<file path="config.mk">
export PLATFORM = sky130hd
export DESIGN_NAME = afc_axis_function_control_decoder
export DESIGN_NICKNAME = d
export VERILOG_FILES = /design/src/logic/afc_pkg.sv /design/src/logic/afc_ctrl_pulse.sv /design/src/logic/afc_rounding_calc.sv /design/src/logic/afc_axis_function_control_decoder.sv
export VERILOG_INCLUDE_DIRS = /design/src /design/src/logic
export SDC_FILE = /design/constraint.sdc
export NUM_CORES = 1
export LEC_CHECK = 0
export BUFFER_PORTS_ARGS = -buffer_cell sky130_fd_sc_hd__buf_2
export CORE_MARGIN = 3
export CORE_UTILIZATION = 40
export CTS_CLUSTER_DIAMETER = 80
export DETAILED_ROUTE_END_ITERATION = 12
export PLACE_DENSITY_LB_ADDON = 0.05
export SETUP_SLACK_MARGIN = 0.2
export SLEW_MARGIN = 15
export SYNTH_ARGS = -nofsm -noshare
export SYNTH_HDL_FRONTEND = slang
export SYNTH_SLANG_ARGS = --single-unit
export TNS_END_PERCENT = 50
</file>
<file path="constraint.sdc">
create_clock -name clk_i -period 8.6 [get_ports clk_i]
set_input_delay 1.72 -clock clk_i [delete_from_list [all_inputs] [get_ports clk_i]]
set_output_delay 1.72 -clock clk_i [all_outputs]
set_load 0.1 [all_outputs]
</file>
<file path="src/logic/afc_params.svh">
/*
  Register offsets, field positions, reset values and bus answers.
  Assumes inclusion by bare name.
*/
`ifndef AFC_PARAMS_SVH
`define AFC_PARAMS_SVH

// ************************************************************
// Register byte offsets
// ************************************************************
`define AFC_OFS_IF_LOW    8'h00
`define AFC_OFS_IF_HIGH   8'h04
`define AFC_OFS_CTRL      8'h08
`define AFC_OFS_CONFIG    8'h0c
`define AFC_OFS_STATUS    8'h10

// ************************************************************
// Field positions
// ************************************************************
`define AFC_BIT_RND_FWD   6
`define AFC_BIT_RND_REV   7
`define AFC_TRK_LO_MSB    15
`define AFC_TRK_LO_LSB    8
`define AFC_TRK_HI_MSB    7
`define AFC_TRK_HI_LSB    0
`define AFC_CB_DELETE     10
`define AFC_CB_EXT_ACK    11
`define AFC_CB_OP_ACK     12
`define AFC_CFG_MD_LOADED 0
`define AFC_CFG_HARD      1
`define AFC_ST_RND_EN     0
`define AFC_ST_RND_REV    1
`define AFC_ST_OP_ERR     2
`define AFC_ST_EXT_ERR    3
`define AFC_ST_APPR_OK    4
`define AFC_ST_OVERSHOOT  5
`define AFC_ST_PENDING    6

// ************************************************************
// Reset values and bus answers
// ************************************************************
`define AFC_RST_WORD      16'h0000
`define AFC_RST_TRACKS    16'h0000
`define AFC_RESP_OKAY     2'h0
`define AFC_RESP_SLVERR   2'h2

`endif

</file>
<file path="src/logic/afc_pkg.sv">
/*
  Types shared by the decoder files.
  Assumes afc_params.svh on the include path.
*/
package afc_pkg;

  // Decoded meaning of the two rounding bits
  typedef enum logic [1:0] {
    AFC_RQ_OFF,
    AFC_RQ_FWD,
    AFC_RQ_REV,
    AFC_RQ_BAD
  } afc_round_req_type;

endpackage : afc_pkg

</file>
<file path="src/logic/afc_ctrl_pulse.sv">
/*
  One-cycle pulse per control bit written as one.
  Assumes wr_i is high one cycle per accepted write.
*/
`timescale 1ns/10ps
module afc_ctrl_pulse #(
  parameter int W = 16
) (
  input  wire logic         wr_i,
  input  wire logic [W-1:0] data_i,
  input  wire logic [1:0]   strb_i,
  output logic      [W-1:0] pulse_o
);

  // ************************************************************
  // Per-bit pulse
  // ************************************************************
  genvar g;
  generate
    for (g = 0; g < W; g = g + 1) begin : g_bit
      // A bit held set across writes fires again only on the next write
      assign pulse_o[g] = wr_i & strb_i[g / 8] & data_i[g];
    end
  endgenerate

endmodule : afc_ctrl_pulse

</file>
<file path="src/logic/afc_rounding_calc.sv">
/*
  Rounding reversal offset and software-limit clearance check.
  Assumes all distances are unsigned and small enough not to overflow PW bits.
*/
`timescale 1ns/10ps
module afc_rounding_calc #(
  parameter int PW = 32
) (
  input  wire logic          hard_i,
  input  wire logic [PW-1:0] co_cpl_i,
  input  wire logic [PW-1:0] adp_co_cpl_i,
  input  wire logic [PW-1:0] co_trv_i,
  input  wire logic [PW-1:0] adp_co_trv_i,
  input  wire logic [PW-1:0] cut_trv_i,
  input  wire logic [PW-1:0] adp_cut_trv_i,
  input  wire logic [PW-1:0] zero_rng_i,
  input  wire logic [PW-1:0] limit_dist_i,
  output logic      [PW-1:0] offset_o,
  output logic               ok_o
);

  logic [PW-1:0] cpl_part;
  logic [PW-1:0] trv_part;
  logic [PW-1:0] need;

  // ************************************************************
  // Offset and clearance
  // ************************************************************
  assign cpl_part = co_cpl_i + adp_co_cpl_i;
  // Hard reversal must brake over a full changeover in travel direction
  assign trv_part = hard_i ? (co_trv_i + adp_co_trv_i) : (cut_trv_i + adp_cut_trv_i);
  assign offset_o = cpl_part + trv_part;
  assign need     = offset_o + zero_rng_i;
  assign ok_o     = (limit_dist_i >= need);

endmodule : afc_rounding_calc

</file>
<file path="src/logic/afc_axis_function_control_decoder.sv">
/*
  Per-axis decoder of the function words and control-bit word over AXI4-Lite;
  drives rounding, track enables, delete and acknowledges.
  Assumes one clock, synchronous inputs and a motion block that acts on the
  outputs and supplies axis status and the external-error cause.
*/
// Behaviour
// Bit 6 alone selects forward coupling, bit 7 alone reverse coupling.
// Both rounding bits set raises an operator error, rounding unchanged.
// Rounding changes take effect only while axis is completed or interrupted.
// With rounding on, approach targets in coupling direction, overshooting if needed.
// Reversal is hard or soft as machine data selects.
// Reversal point comes from changeover and cutoff differences plus adaption.
// During rounding adaption updates only coupling-direction differences.
// Both bits clear turns rounding off; actual position untouched.
// Rounding inactive without machine data and after restart.
// Active rounding stays on when coupling is lost.
// Soft rounding needs limit distance of coupling changeover, cutoff, zero range.
// Hard rounding needs limit distance of both changeovers plus zero range.
// Tracks 1-16 map to low word bits 8-15 then high word bits 0-7.
// Track enabled while its bit set, whether or not parameterized.
// All tracks off without machine data, after restart, on external error.
// A control-bit function runs when its bit is set in the control word.
// Control bit 10 discards all pending position or event dependent changes.
// Control bit 11 clears external error only if its cause has gone.
// Control bit 12 clears the pending operator error.
// Each control-bit function runs once per write that sets its bit.
`timescale 1ns/10ps
`include "afc_params.svh"
module afc_axis_function_control_decoder #(
  parameter int PW = 32
) (
  input  wire logic          clk_i,
  input  wire logic          rst_n_i,
  // AXI4-Lite slave
  input  wire logic [7:0]    s_axi_awaddr_i,
  input  wire logic          s_axi_awvalid_i,
  output logic               s_axi_awready_o,
  input  wire logic [31:0]   s_axi_wdata_i,
  input  wire logic [3:0]    s_axi_wstrb_i,
  input  wire logic          s_axi_wvalid_i,
  output logic               s_axi_wready_o,
  output logic [1:0]         s_axi_bresp_o,
  output logic               s_axi_bvalid_o,
  input  wire logic          s_axi_bready_i,
  input  wire logic [7:0]    s_axi_araddr_i,
  input  wire logic          s_axi_arvalid_i,
  output logic               s_axi_arready_o,
  output logic [31:0]        s_axi_rdata_o,
  output logic [1:0]         s_axi_rresp_o,
  output logic               s_axi_rvalid_o,
  input  wire logic          s_axi_rready_i,
  // Axis side
  input  wire logic          restart_i,
  input  wire logic          axis_idle_i,
  input  wire logic          ext_err_event_i,
  input  wire logic          ext_err_cause_i,
  input  wire logic [PW-1:0] target_i,
  input  wire logic [PW-1:0] actual_i,
  input  wire logic [PW-1:0] co_cpl_i,
  input  wire logic [PW-1:0] adp_co_cpl_i,
  input  wire logic [PW-1:0] co_trv_i,
  input  wire logic [PW-1:0] adp_co_trv_i,
  input  wire logic [PW-1:0] cut_trv_i,
  input  wire logic [PW-1:0] adp_cut_trv_i,
  input  wire logic [PW-1:0] zero_rng_i,
  input  wire logic [PW-1:0] limit_dist_i,
  output logic               round_en_o,
  output logic               round_rev_o,
  output logic               round_hard_o,
  output logic               overshoot_o,
  output logic [PW-1:0]      rev_point_o,
  output logic               approach_ok_o,
  output logic               adapt_cpl_only_o,
  output logic [15:0]        track_en_o,
  output logic               delete_pend_o,
  output logic               ext_err_o,
  output logic               op_err_o
);

  // ************************************************************
  // State
  // ************************************************************
  typedef struct packed {
    logic          aw_have;
    logic [7:0]    aw_addr;
    logic          w_have;
    logic [15:0]   w_data;
    logic [1:0]    w_strb;
    logic          awready;
    logic          wready;
    logic          bvalid;
    logic [1:0]    bresp;
    logic          arready;
    logic          rvalid;
    logic [1:0]    rresp;
    logic [31:0]   rdata;
    logic [15:0]   if_low;
    logic [15:0]   if_high;
    logic [15:0]   ctrl;
    logic          md_loaded;
    logic          hard_rev;
    logic          apply_pend;
    logic          round_en;
    logic          round_rev;
    logic          op_err;
    logic          ext_err;
    logic [15:0]   track_en;
    logic          overshoot;
    logic [PW-1:0] rev_point;
    logic          approach_ok;
    logic          delete_pend;
  } afc_state_type;

  afc_state_type s;
  afc_state_type next_s;

  logic                       wr_go;
  logic [15:0]                cb_pulse;
  logic [PW-1:0]              rnd_offset;
  logic                       rnd_ok;
  afc_pkg::afc_round_req_type rq;

  // ************************************************************
  // Helpers
  // ************************************************************
  function automatic logic afc_mapped(input logic [7:0] a);
    afc_mapped = (a == `AFC_OFS_IF_LOW) || (a == `AFC_OFS_IF_HIGH) || (a == `AFC_OFS_CTRL) ||
                 (a == `AFC_OFS_CONFIG) || (a == `AFC_OFS_STATUS);
  endfunction : afc_mapped

  function automatic logic [15:0] afc_merge(input logic [15:0] old, input logic [15:0] d,
                                            input logic [1:0] st);
    afc_merge = {st[1] ? d[15:8] : old[15:8], st[0] ? d[7:0] : old[7:0]};
  endfunction : afc_merge

  function automatic afc_pkg::afc_round_req_type afc_decode_round(input logic [15:0] w);
    case ({w[`AFC_BIT_RND_REV], w[`AFC_BIT_RND_FWD]})
      2'h1:    afc_decode_round = afc_pkg::AFC_RQ_FWD;
      2'h2:    afc_decode_round = afc_pkg::AFC_RQ_REV;
      2'h3:    afc_decode_round = afc_pkg::AFC_RQ_BAD;
      default: afc_decode_round = afc_pkg::AFC_RQ_OFF;
    endcase
  endfunction : afc_decode_round

  // ************************************************************
  // Sub-blocks
  // ************************************************************
  assign wr_go = s.aw_have & s.w_have & ~s.bvalid;

  afc_ctrl_pulse #(
    .W (16)
  ) u_pulse (
    .wr_i    (wr_go && (s.aw_addr == `AFC_OFS_CTRL)),
    .data_i  (s.w_data),
    .strb_i  (s.w_strb),
    .pulse_o (cb_pulse)
  );

  afc_rounding_calc #(
    .PW (PW)
  ) u_calc (
    .hard_i        (s.hard_rev),
    .co_cpl_i      (co_cpl_i),
    .adp_co_cpl_i  (adp_co_cpl_i),
    .co_trv_i      (co_trv_i),
    .adp_co_trv_i  (adp_co_trv_i),
    .cut_trv_i     (cut_trv_i),
    .adp_cut_trv_i (adp_cut_trv_i),
    .zero_rng_i    (zero_rng_i),
    .limit_dist_i  (limit_dist_i),
    .offset_o      (rnd_offset),
    .ok_o          (rnd_ok)
  );

  assign rq = afc_decode_round(s.if_low);

  // ************************************************************
  // Next state
  // ************************************************************
  always_comb begin
    next_s = s;
    next_s.delete_pend = 1'b0;

    // Write address and data are taken independently
    if (s_axi_awvalid_i && s.awready) begin
      next_s.aw_have = 1'b1;
      next_s.aw_addr = s_axi_awaddr_i;
    end
    if (s_axi_wvalid_i && s.wready) begin
      next_s.w_have = 1'b1;
      next_s.w_data = s_axi_wdata_i[15:0];
      next_s.w_strb = s_axi_wstrb_i[1:0];
    end
    if (s.bvalid && s_axi_bready_i) begin
      next_s.bvalid = 1'b0;
    end
    if (wr_go) begin
      next_s.aw_have = 1'b0;
      next_s.w_have  = 1'b0;
      next_s.bvalid  = 1'b1;
      next_s.bresp   = afc_mapped(s.aw_addr) ? `AFC_RESP_OKAY : `AFC_RESP_SLVERR;
      case (s.aw_addr)
        `AFC_OFS_IF_LOW: begin
          next_s.if_low = afc_merge(s.if_low, s.w_data, s.w_strb);
          // Rounding bits sit in the low byte
          if (s.w_strb[0]) begin
            next_s.apply_pend = 1'b1;
          end
        end
        `AFC_OFS_IF_HIGH: begin
          next_s.if_high = afc_merge(s.if_high, s.w_data, s.w_strb);
        end
        `AFC_OFS_CTRL: begin
          next_s.ctrl = afc_merge(s.ctrl, s.w_data, s.w_strb);
        end
        `AFC_OFS_CONFIG: begin
          if (s.w_strb[0]) begin
            next_s.md_loaded = s.w_data[`AFC_CFG_MD_LOADED];
            next_s.hard_rev  = s.w_data[`AFC_CFG_HARD];
          end
        end
        default: begin
        end
      endcase
    end
    next_s.awready = ~next_s.aw_have & ~next_s.bvalid;
    next_s.wready  = ~next_s.w_have & ~next_s.bvalid;

    // Read channel
    if (s.rvalid && s_axi_rready_i) begin
      next_s.rvalid = 1'b0;
    end
    if (s_axi_arvalid_i && s.arready) begin
      next_s.rvalid = 1'b1;
      next_s.rresp  = afc_mapped(s_axi_araddr_i) ? `AFC_RESP_OKAY : `AFC_RESP_SLVERR;
      next_s.rdata  = 32'h0;
      case (s_axi_araddr_i)
        `AFC_OFS_IF_LOW:  next_s.rdata[15:0] = s.if_low;
        `AFC_OFS_IF_HIGH: next_s.rdata[15:0] = s.if_high;
        `AFC_OFS_CTRL:    next_s.rdata[15:0] = s.ctrl;
        `AFC_OFS_CONFIG: begin
          next_s.rdata[`AFC_CFG_MD_LOADED] = s.md_loaded;
          next_s.rdata[`AFC_CFG_HARD]      = s.hard_rev;
        end
        `AFC_OFS_STATUS: begin
          next_s.rdata[`AFC_ST_RND_EN]    = s.round_en;
          next_s.rdata[`AFC_ST_RND_REV]   = s.round_rev;
          next_s.rdata[`AFC_ST_OP_ERR]    = s.op_err;
          next_s.rdata[`AFC_ST_EXT_ERR]   = s.ext_err;
          next_s.rdata[`AFC_ST_APPR_OK]   = s.approach_ok;
          next_s.rdata[`AFC_ST_OVERSHOOT] = s.overshoot;
          next_s.rdata[`AFC_ST_PENDING]   = s.apply_pend;
        end
        default: begin
        end
      endcase
    end
    next_s.arready = ~next_s.rvalid;

    // Control-bit functions, one shot per write
    next_s.delete_pend = cb_pulse[`AFC_CB_DELETE];
    if (cb_pulse[`AFC_CB_OP_ACK]) begin
      next_s.op_err = 1'b0;
    end
    if (cb_pulse[`AFC_CB_EXT_ACK] && !ext_err_cause_i) begin
      next_s.ext_err = 1'b0;
    end
    // A new error in the acknowledge cycle survives it
    if (ext_err_event_i) begin
      next_s.ext_err = 1'b1;
    end

    // Rounding change waits for a quiet axis; coupling loss is not an input
    if (s.apply_pend && axis_idle_i) begin
      next_s.apply_pend = 1'b0;
      case (rq)
        afc_pkg::AFC_RQ_FWD: begin
          next_s.round_en  = 1'b1;
          next_s.round_rev = 1'b0;
        end
        afc_pkg::AFC_RQ_REV: begin
          next_s.round_en  = 1'b1;
          next_s.round_rev = 1'b1;
        end
        afc_pkg::AFC_RQ_BAD: begin
          next_s.op_err = 1'b1;
        end
        default: begin
          next_s.round_en = 1'b0;
        end
      endcase
    end

    // Restart clears the function words
    if (restart_i) begin
      next_s.if_low     = `AFC_RST_WORD;
      next_s.if_high    = `AFC_RST_WORD;
      next_s.apply_pend = 1'b0;
    end
    if (restart_i || !next_s.md_loaded) begin
      next_s.round_en = 1'b0;
    end

    // Tracks follow their bits directly, parameterized or not
    if (next_s.md_loaded && !next_s.ext_err && !restart_i) begin
      next_s.track_en = {next_s.if_high[`AFC_TRK_HI_MSB:`AFC_TRK_HI_LSB],
                         next_s.if_low[`AFC_TRK_LO_MSB:`AFC_TRK_LO_LSB]};
    end else begin
      next_s.track_en = `AFC_RST_TRACKS;
    end

    // Target behind the coupling direction forces an overshoot and reversal
    next_s.overshoot = s.round_en &&
                       (s.round_rev ? ($signed(target_i) > $signed(actual_i))
                                    : ($signed(target_i) < $signed(actual_i)));
    next_s.rev_point = s.round_rev ? (target_i + rnd_offset) : (target_i - rnd_offset);
    next_s.approach_ok = ~s.round_en | rnd_ok;
  end

  // ************************************************************
  // Registers
  // ************************************************************
  always_ff @(posedge clk_i) begin
    if (!rst_n_i) begin
      s <= '0;
    end else begin
      s <= next_s;
    end
  end

  // ************************************************************
  // Outputs
  // ************************************************************
  assign s_axi_awready_o  = s.awready;
  assign s_axi_wready_o   = s.wready;
  assign s_axi_bresp_o    = s.bresp;
  assign s_axi_bvalid_o   = s.bvalid;
  assign s_axi_arready_o  = s.arready;
  assign s_axi_rdata_o    = s.rdata;
  assign s_axi_rresp_o    = s.rresp;
  assign s_axi_rvalid_o   = s.rvalid;
  // Position is never written here, so switching rounding cannot move it
  assign round_en_o       = s.round_en;
  assign round_rev_o      = s.round_rev;
  assign round_hard_o     = s.hard_rev;
  assign overshoot_o      = s.overshoot;
  assign rev_point_o      = s.rev_point;
  assign approach_ok_o    = s.approach_ok;
  assign adapt_cpl_only_o = s.round_en;
  assign track_en_o       = s.track_en;
  assign delete_pend_o    = s.delete_pend;
  assign ext_err_o        = s.ext_err;
  assign op_err_o         = s.op_err;

endmodule : afc_axis_function_control_decoder

</file>
==> run metrics <==
synthesized area 17100 um^2; CP most frequent cell a21o_1; WL met2 26100 um; area delta synth->final 36.0%; P_sw 3.98 mW; WHS Endpoint s_axi_awready_o; pre-CTS WS -675 ps; Die ar. 45300 um^2; via count 17700; Vias/cell 5.13; main combinational cell family by area after synthesis compound AO/OA/AOI/OAI gates; simple-gate share of the synthesized area 18.0%; RSZ-0062 raised after global routing true; Worst VDD drop 0.234 mV; multiplexer share of the synthesized area 4.23%; Synth top area share 18.4%; proportion of layout cells with a drive suffix above 1 33.9%; max_cap viols 0; setup slack after layout 93.4 ps; sequential power share 9.9%; boundary pin count 481; register-to-register setup slack 1450 ps; Non-Filler Instances 3451; HP Start s[174]; P_leak 11.6 nW; switching part of the total power 47.2%; number of port buffers 444; pin count of the biggest net entering global routing 96; Layout Nets 3523; max_slew headroom 28.8%; status finished, final reports clean; Final Hold Viols 0; Max FO, Critical Path 5; DRT Pass-1 Iters 5; Setup-failing EPs final 0; CTS root buffer clkbuf_16; fmax 0.118 GHz; Final TNS setup 0 ps; sequential-to-total area share from yosys stat 18.4%; clk sink count 157; Final Skew 14.5 ps; Syn Area/Cell 7.81 um^2; initial antenna violation count 20; Mapped Cells 2189; Rows 75; Highest Signal Layer met5; clock share of power 9.3%; Initial Utilization 40.6%; Worst-Margin Slew 1060 ps; first-pass GRT wire length 85800 um; Area contributors post-synth dfxtp_1 (18%), ha_1 (16%), a21oi_1 (5.9%); Synth Flop Type dfxtp_1; most frequent cells after synthesis ha_1 (224), nor2_1 (224), a21oi_1 (201), inv_1 (178), nand2_1 (170); WL/cell 16.2 um; synth unique cells 91; complex-gate fraction of the synthesized area 22.1%; RR Endpoint approach_ok_o; Iter 0 DRT Violations 684; Max Slew Vio Count 0; required time worst endpoint 8880 ps; Clock Latency Late Sink 440 ps; GRT overflow 0; CP Class input pin to flip-flop; hpwl dp 47400 um; DRT antenna net count 0; Synth Area in XOR/XNOR 7.81%; Yosys top cell by area dfxtp_1; Chip Height 213 um; total CTS buffers 17; DRC 0; CTS tree built; Crit path largest cell delay 470 ps; # hold bufs at CTS 0; #FFs+latches synth 157; dpl cells 3375; CP Data Arrival Time 8790 ps; slowest CP cell fa_1; Final Power 8.43 mW; PD cells 363 nW/um^2; Die Span X 213 um; Core ar. 42100 um^2; Worst Reg-to-Reg Cells 35; CP endpoint kind flip-flop; period utilisation layout 98.9%; minimum clock period 8510 ps; Yosys Warn Count 0; Startpoint Class input pin; met3 wire len 2530 um; GR Util All Layers 23.7%; Int Power 4.45 mW; Post-synth EDFFs 0; Logic pwr share 80.8%; reg2reg start round_hard_o; clock buffer depth 2; CTS clk-pin slew, worst paths 70 ps; Min-Delay Path Class flip-flop to flip-flop; H-tree Lvls 4; Fillers 4044; WL met1 26200 um; Placer Congestion 0.910; Async SR Flop Fraction 0%; Post-Synth Adder-Cell Area 20.6%; vias in the first global route 17200; Routed Wire Length 56100 um; worst hold stages 1
stage by stage:
| step | instance area, um^2 | hold slack, ps | util [%] |
|---|---|---|---|
| after CTS | 22600 | 456 | 53.7 |
| after floorplan | 17300 | 422 | - |
| final | 23300 | 453 | 55.2 |
| after global placement | 21800 | 438 | 51.8 |
| after detailed placement | 21800 | 446 | 51.8 |
| after global routing | 23200 | 473 | 55.2 |
registers in the layout, indices dropped and copies added, names as in the netlist, 16 cells and up:
register	flops
rev_point_o	32
s	78
s_axi_rdata_o	16
track_en_o	16
final cells by class:
type / instances / area [um^2] / share of cell area (%)
Tap cell: 539 / 674 / 2.90
Timing Repair Buffer: 791 / 4840 / 20.8
Clock inverter: 15 / 193 / 0.829
Antenna cell: 19 / 47.5 / 0.204
Clock buffer: 17 / 425 / 1.83
Inverter: 179 / 674 / 2.90
Sequential cell: 157 / 3140 / 13.5
Multi-Input combinational cell: 1734 / 13300 / 57.0
worst max path at each step:
stage	startpoint	slack, ps	endpoint	depth (start not counted)
after floorplan	co_trv_i[0]	80	approach_ok_o	44
after global placement	co_trv_i[0]	-530	rev_point_o[31]	39
after detailed placement	co_trv_i[0]	-680	rev_point_o[31]	39
after CTS	co_trv_i[0]	40	approach_ok_o	46
after global routing	co_trv_i[0]	-350	approach_ok_o	44
final	cut_trv_i[0]	90	approach_ok_o	43
power groups by stage:
stage	Clock (mW)	Sequential [mW]	Combinational (mW)
after floorplan	0	0.859	4.15
after global placement	0	0.850	6.25
after detailed placement	0	0.852	6.35
after CTS	0.803	0.835	6.47
after global routing	0.831	0.842	7.53
final	0.787	0.835	6.81
cell families (layout without fill, tap and decap cells):
group / count (synthesis) / in the layout
AND/OR/NAND/NOR: 650 / 650
other: 1 / 37
multiplexers: 69 / 69
flip-flops: 157 / 157
XOR/XNOR: 150 / 150
buffers and inverters: 315 / 1002
AO/OA/AOI/OAI: 587 / 587
adder cells (fa/ha/maj): 260 / 260
cell usage in the layout, fill, tap and decap left out, types with 79 or more instances in the layout:
| master | Yosys | layout |
|---|---|---|
| ha_1 | 224 | 209 |
| inv_1 | 178 | 173 |
| nor2_1 | 224 | 217 |
| nand2_1 | 170 | 166 |
| a21oi_1 | 201 | 178 |
| buf_4 | 85 | 346 |
| buf_2 | 2 | 442 |
| o21ai_0 | 94 | 79 |
| dfxtp_1 | 157 | 156 |
| a21o_1 | 85 | 84 |
what timing repair did:
item | CTS | global route
setup endpoints to repair | 7 | 11
cloned | 0 | 0
pin swaps | 30 | 71
setup buffers | 9 | 16
resized for setup | 32 | 97
per-layer routing:
metal	track usage, %	up-vias
met5	0	-
met1	32.1	8132
met3	3.07	64
met2	39.7	450
met4	6.38	8
li1	-	9033
critical path: cells and delay by family:
kind	cells	cell delay, ps
AND/OR/NAND/NOR	8	1050
adder cells (fa/ha/maj)	6	1730
AO/OA/AOI/OAI	22	3520
XOR/XNOR	2	200
buffers and inverters	5	560
Power figures use the tool's default switching activity.
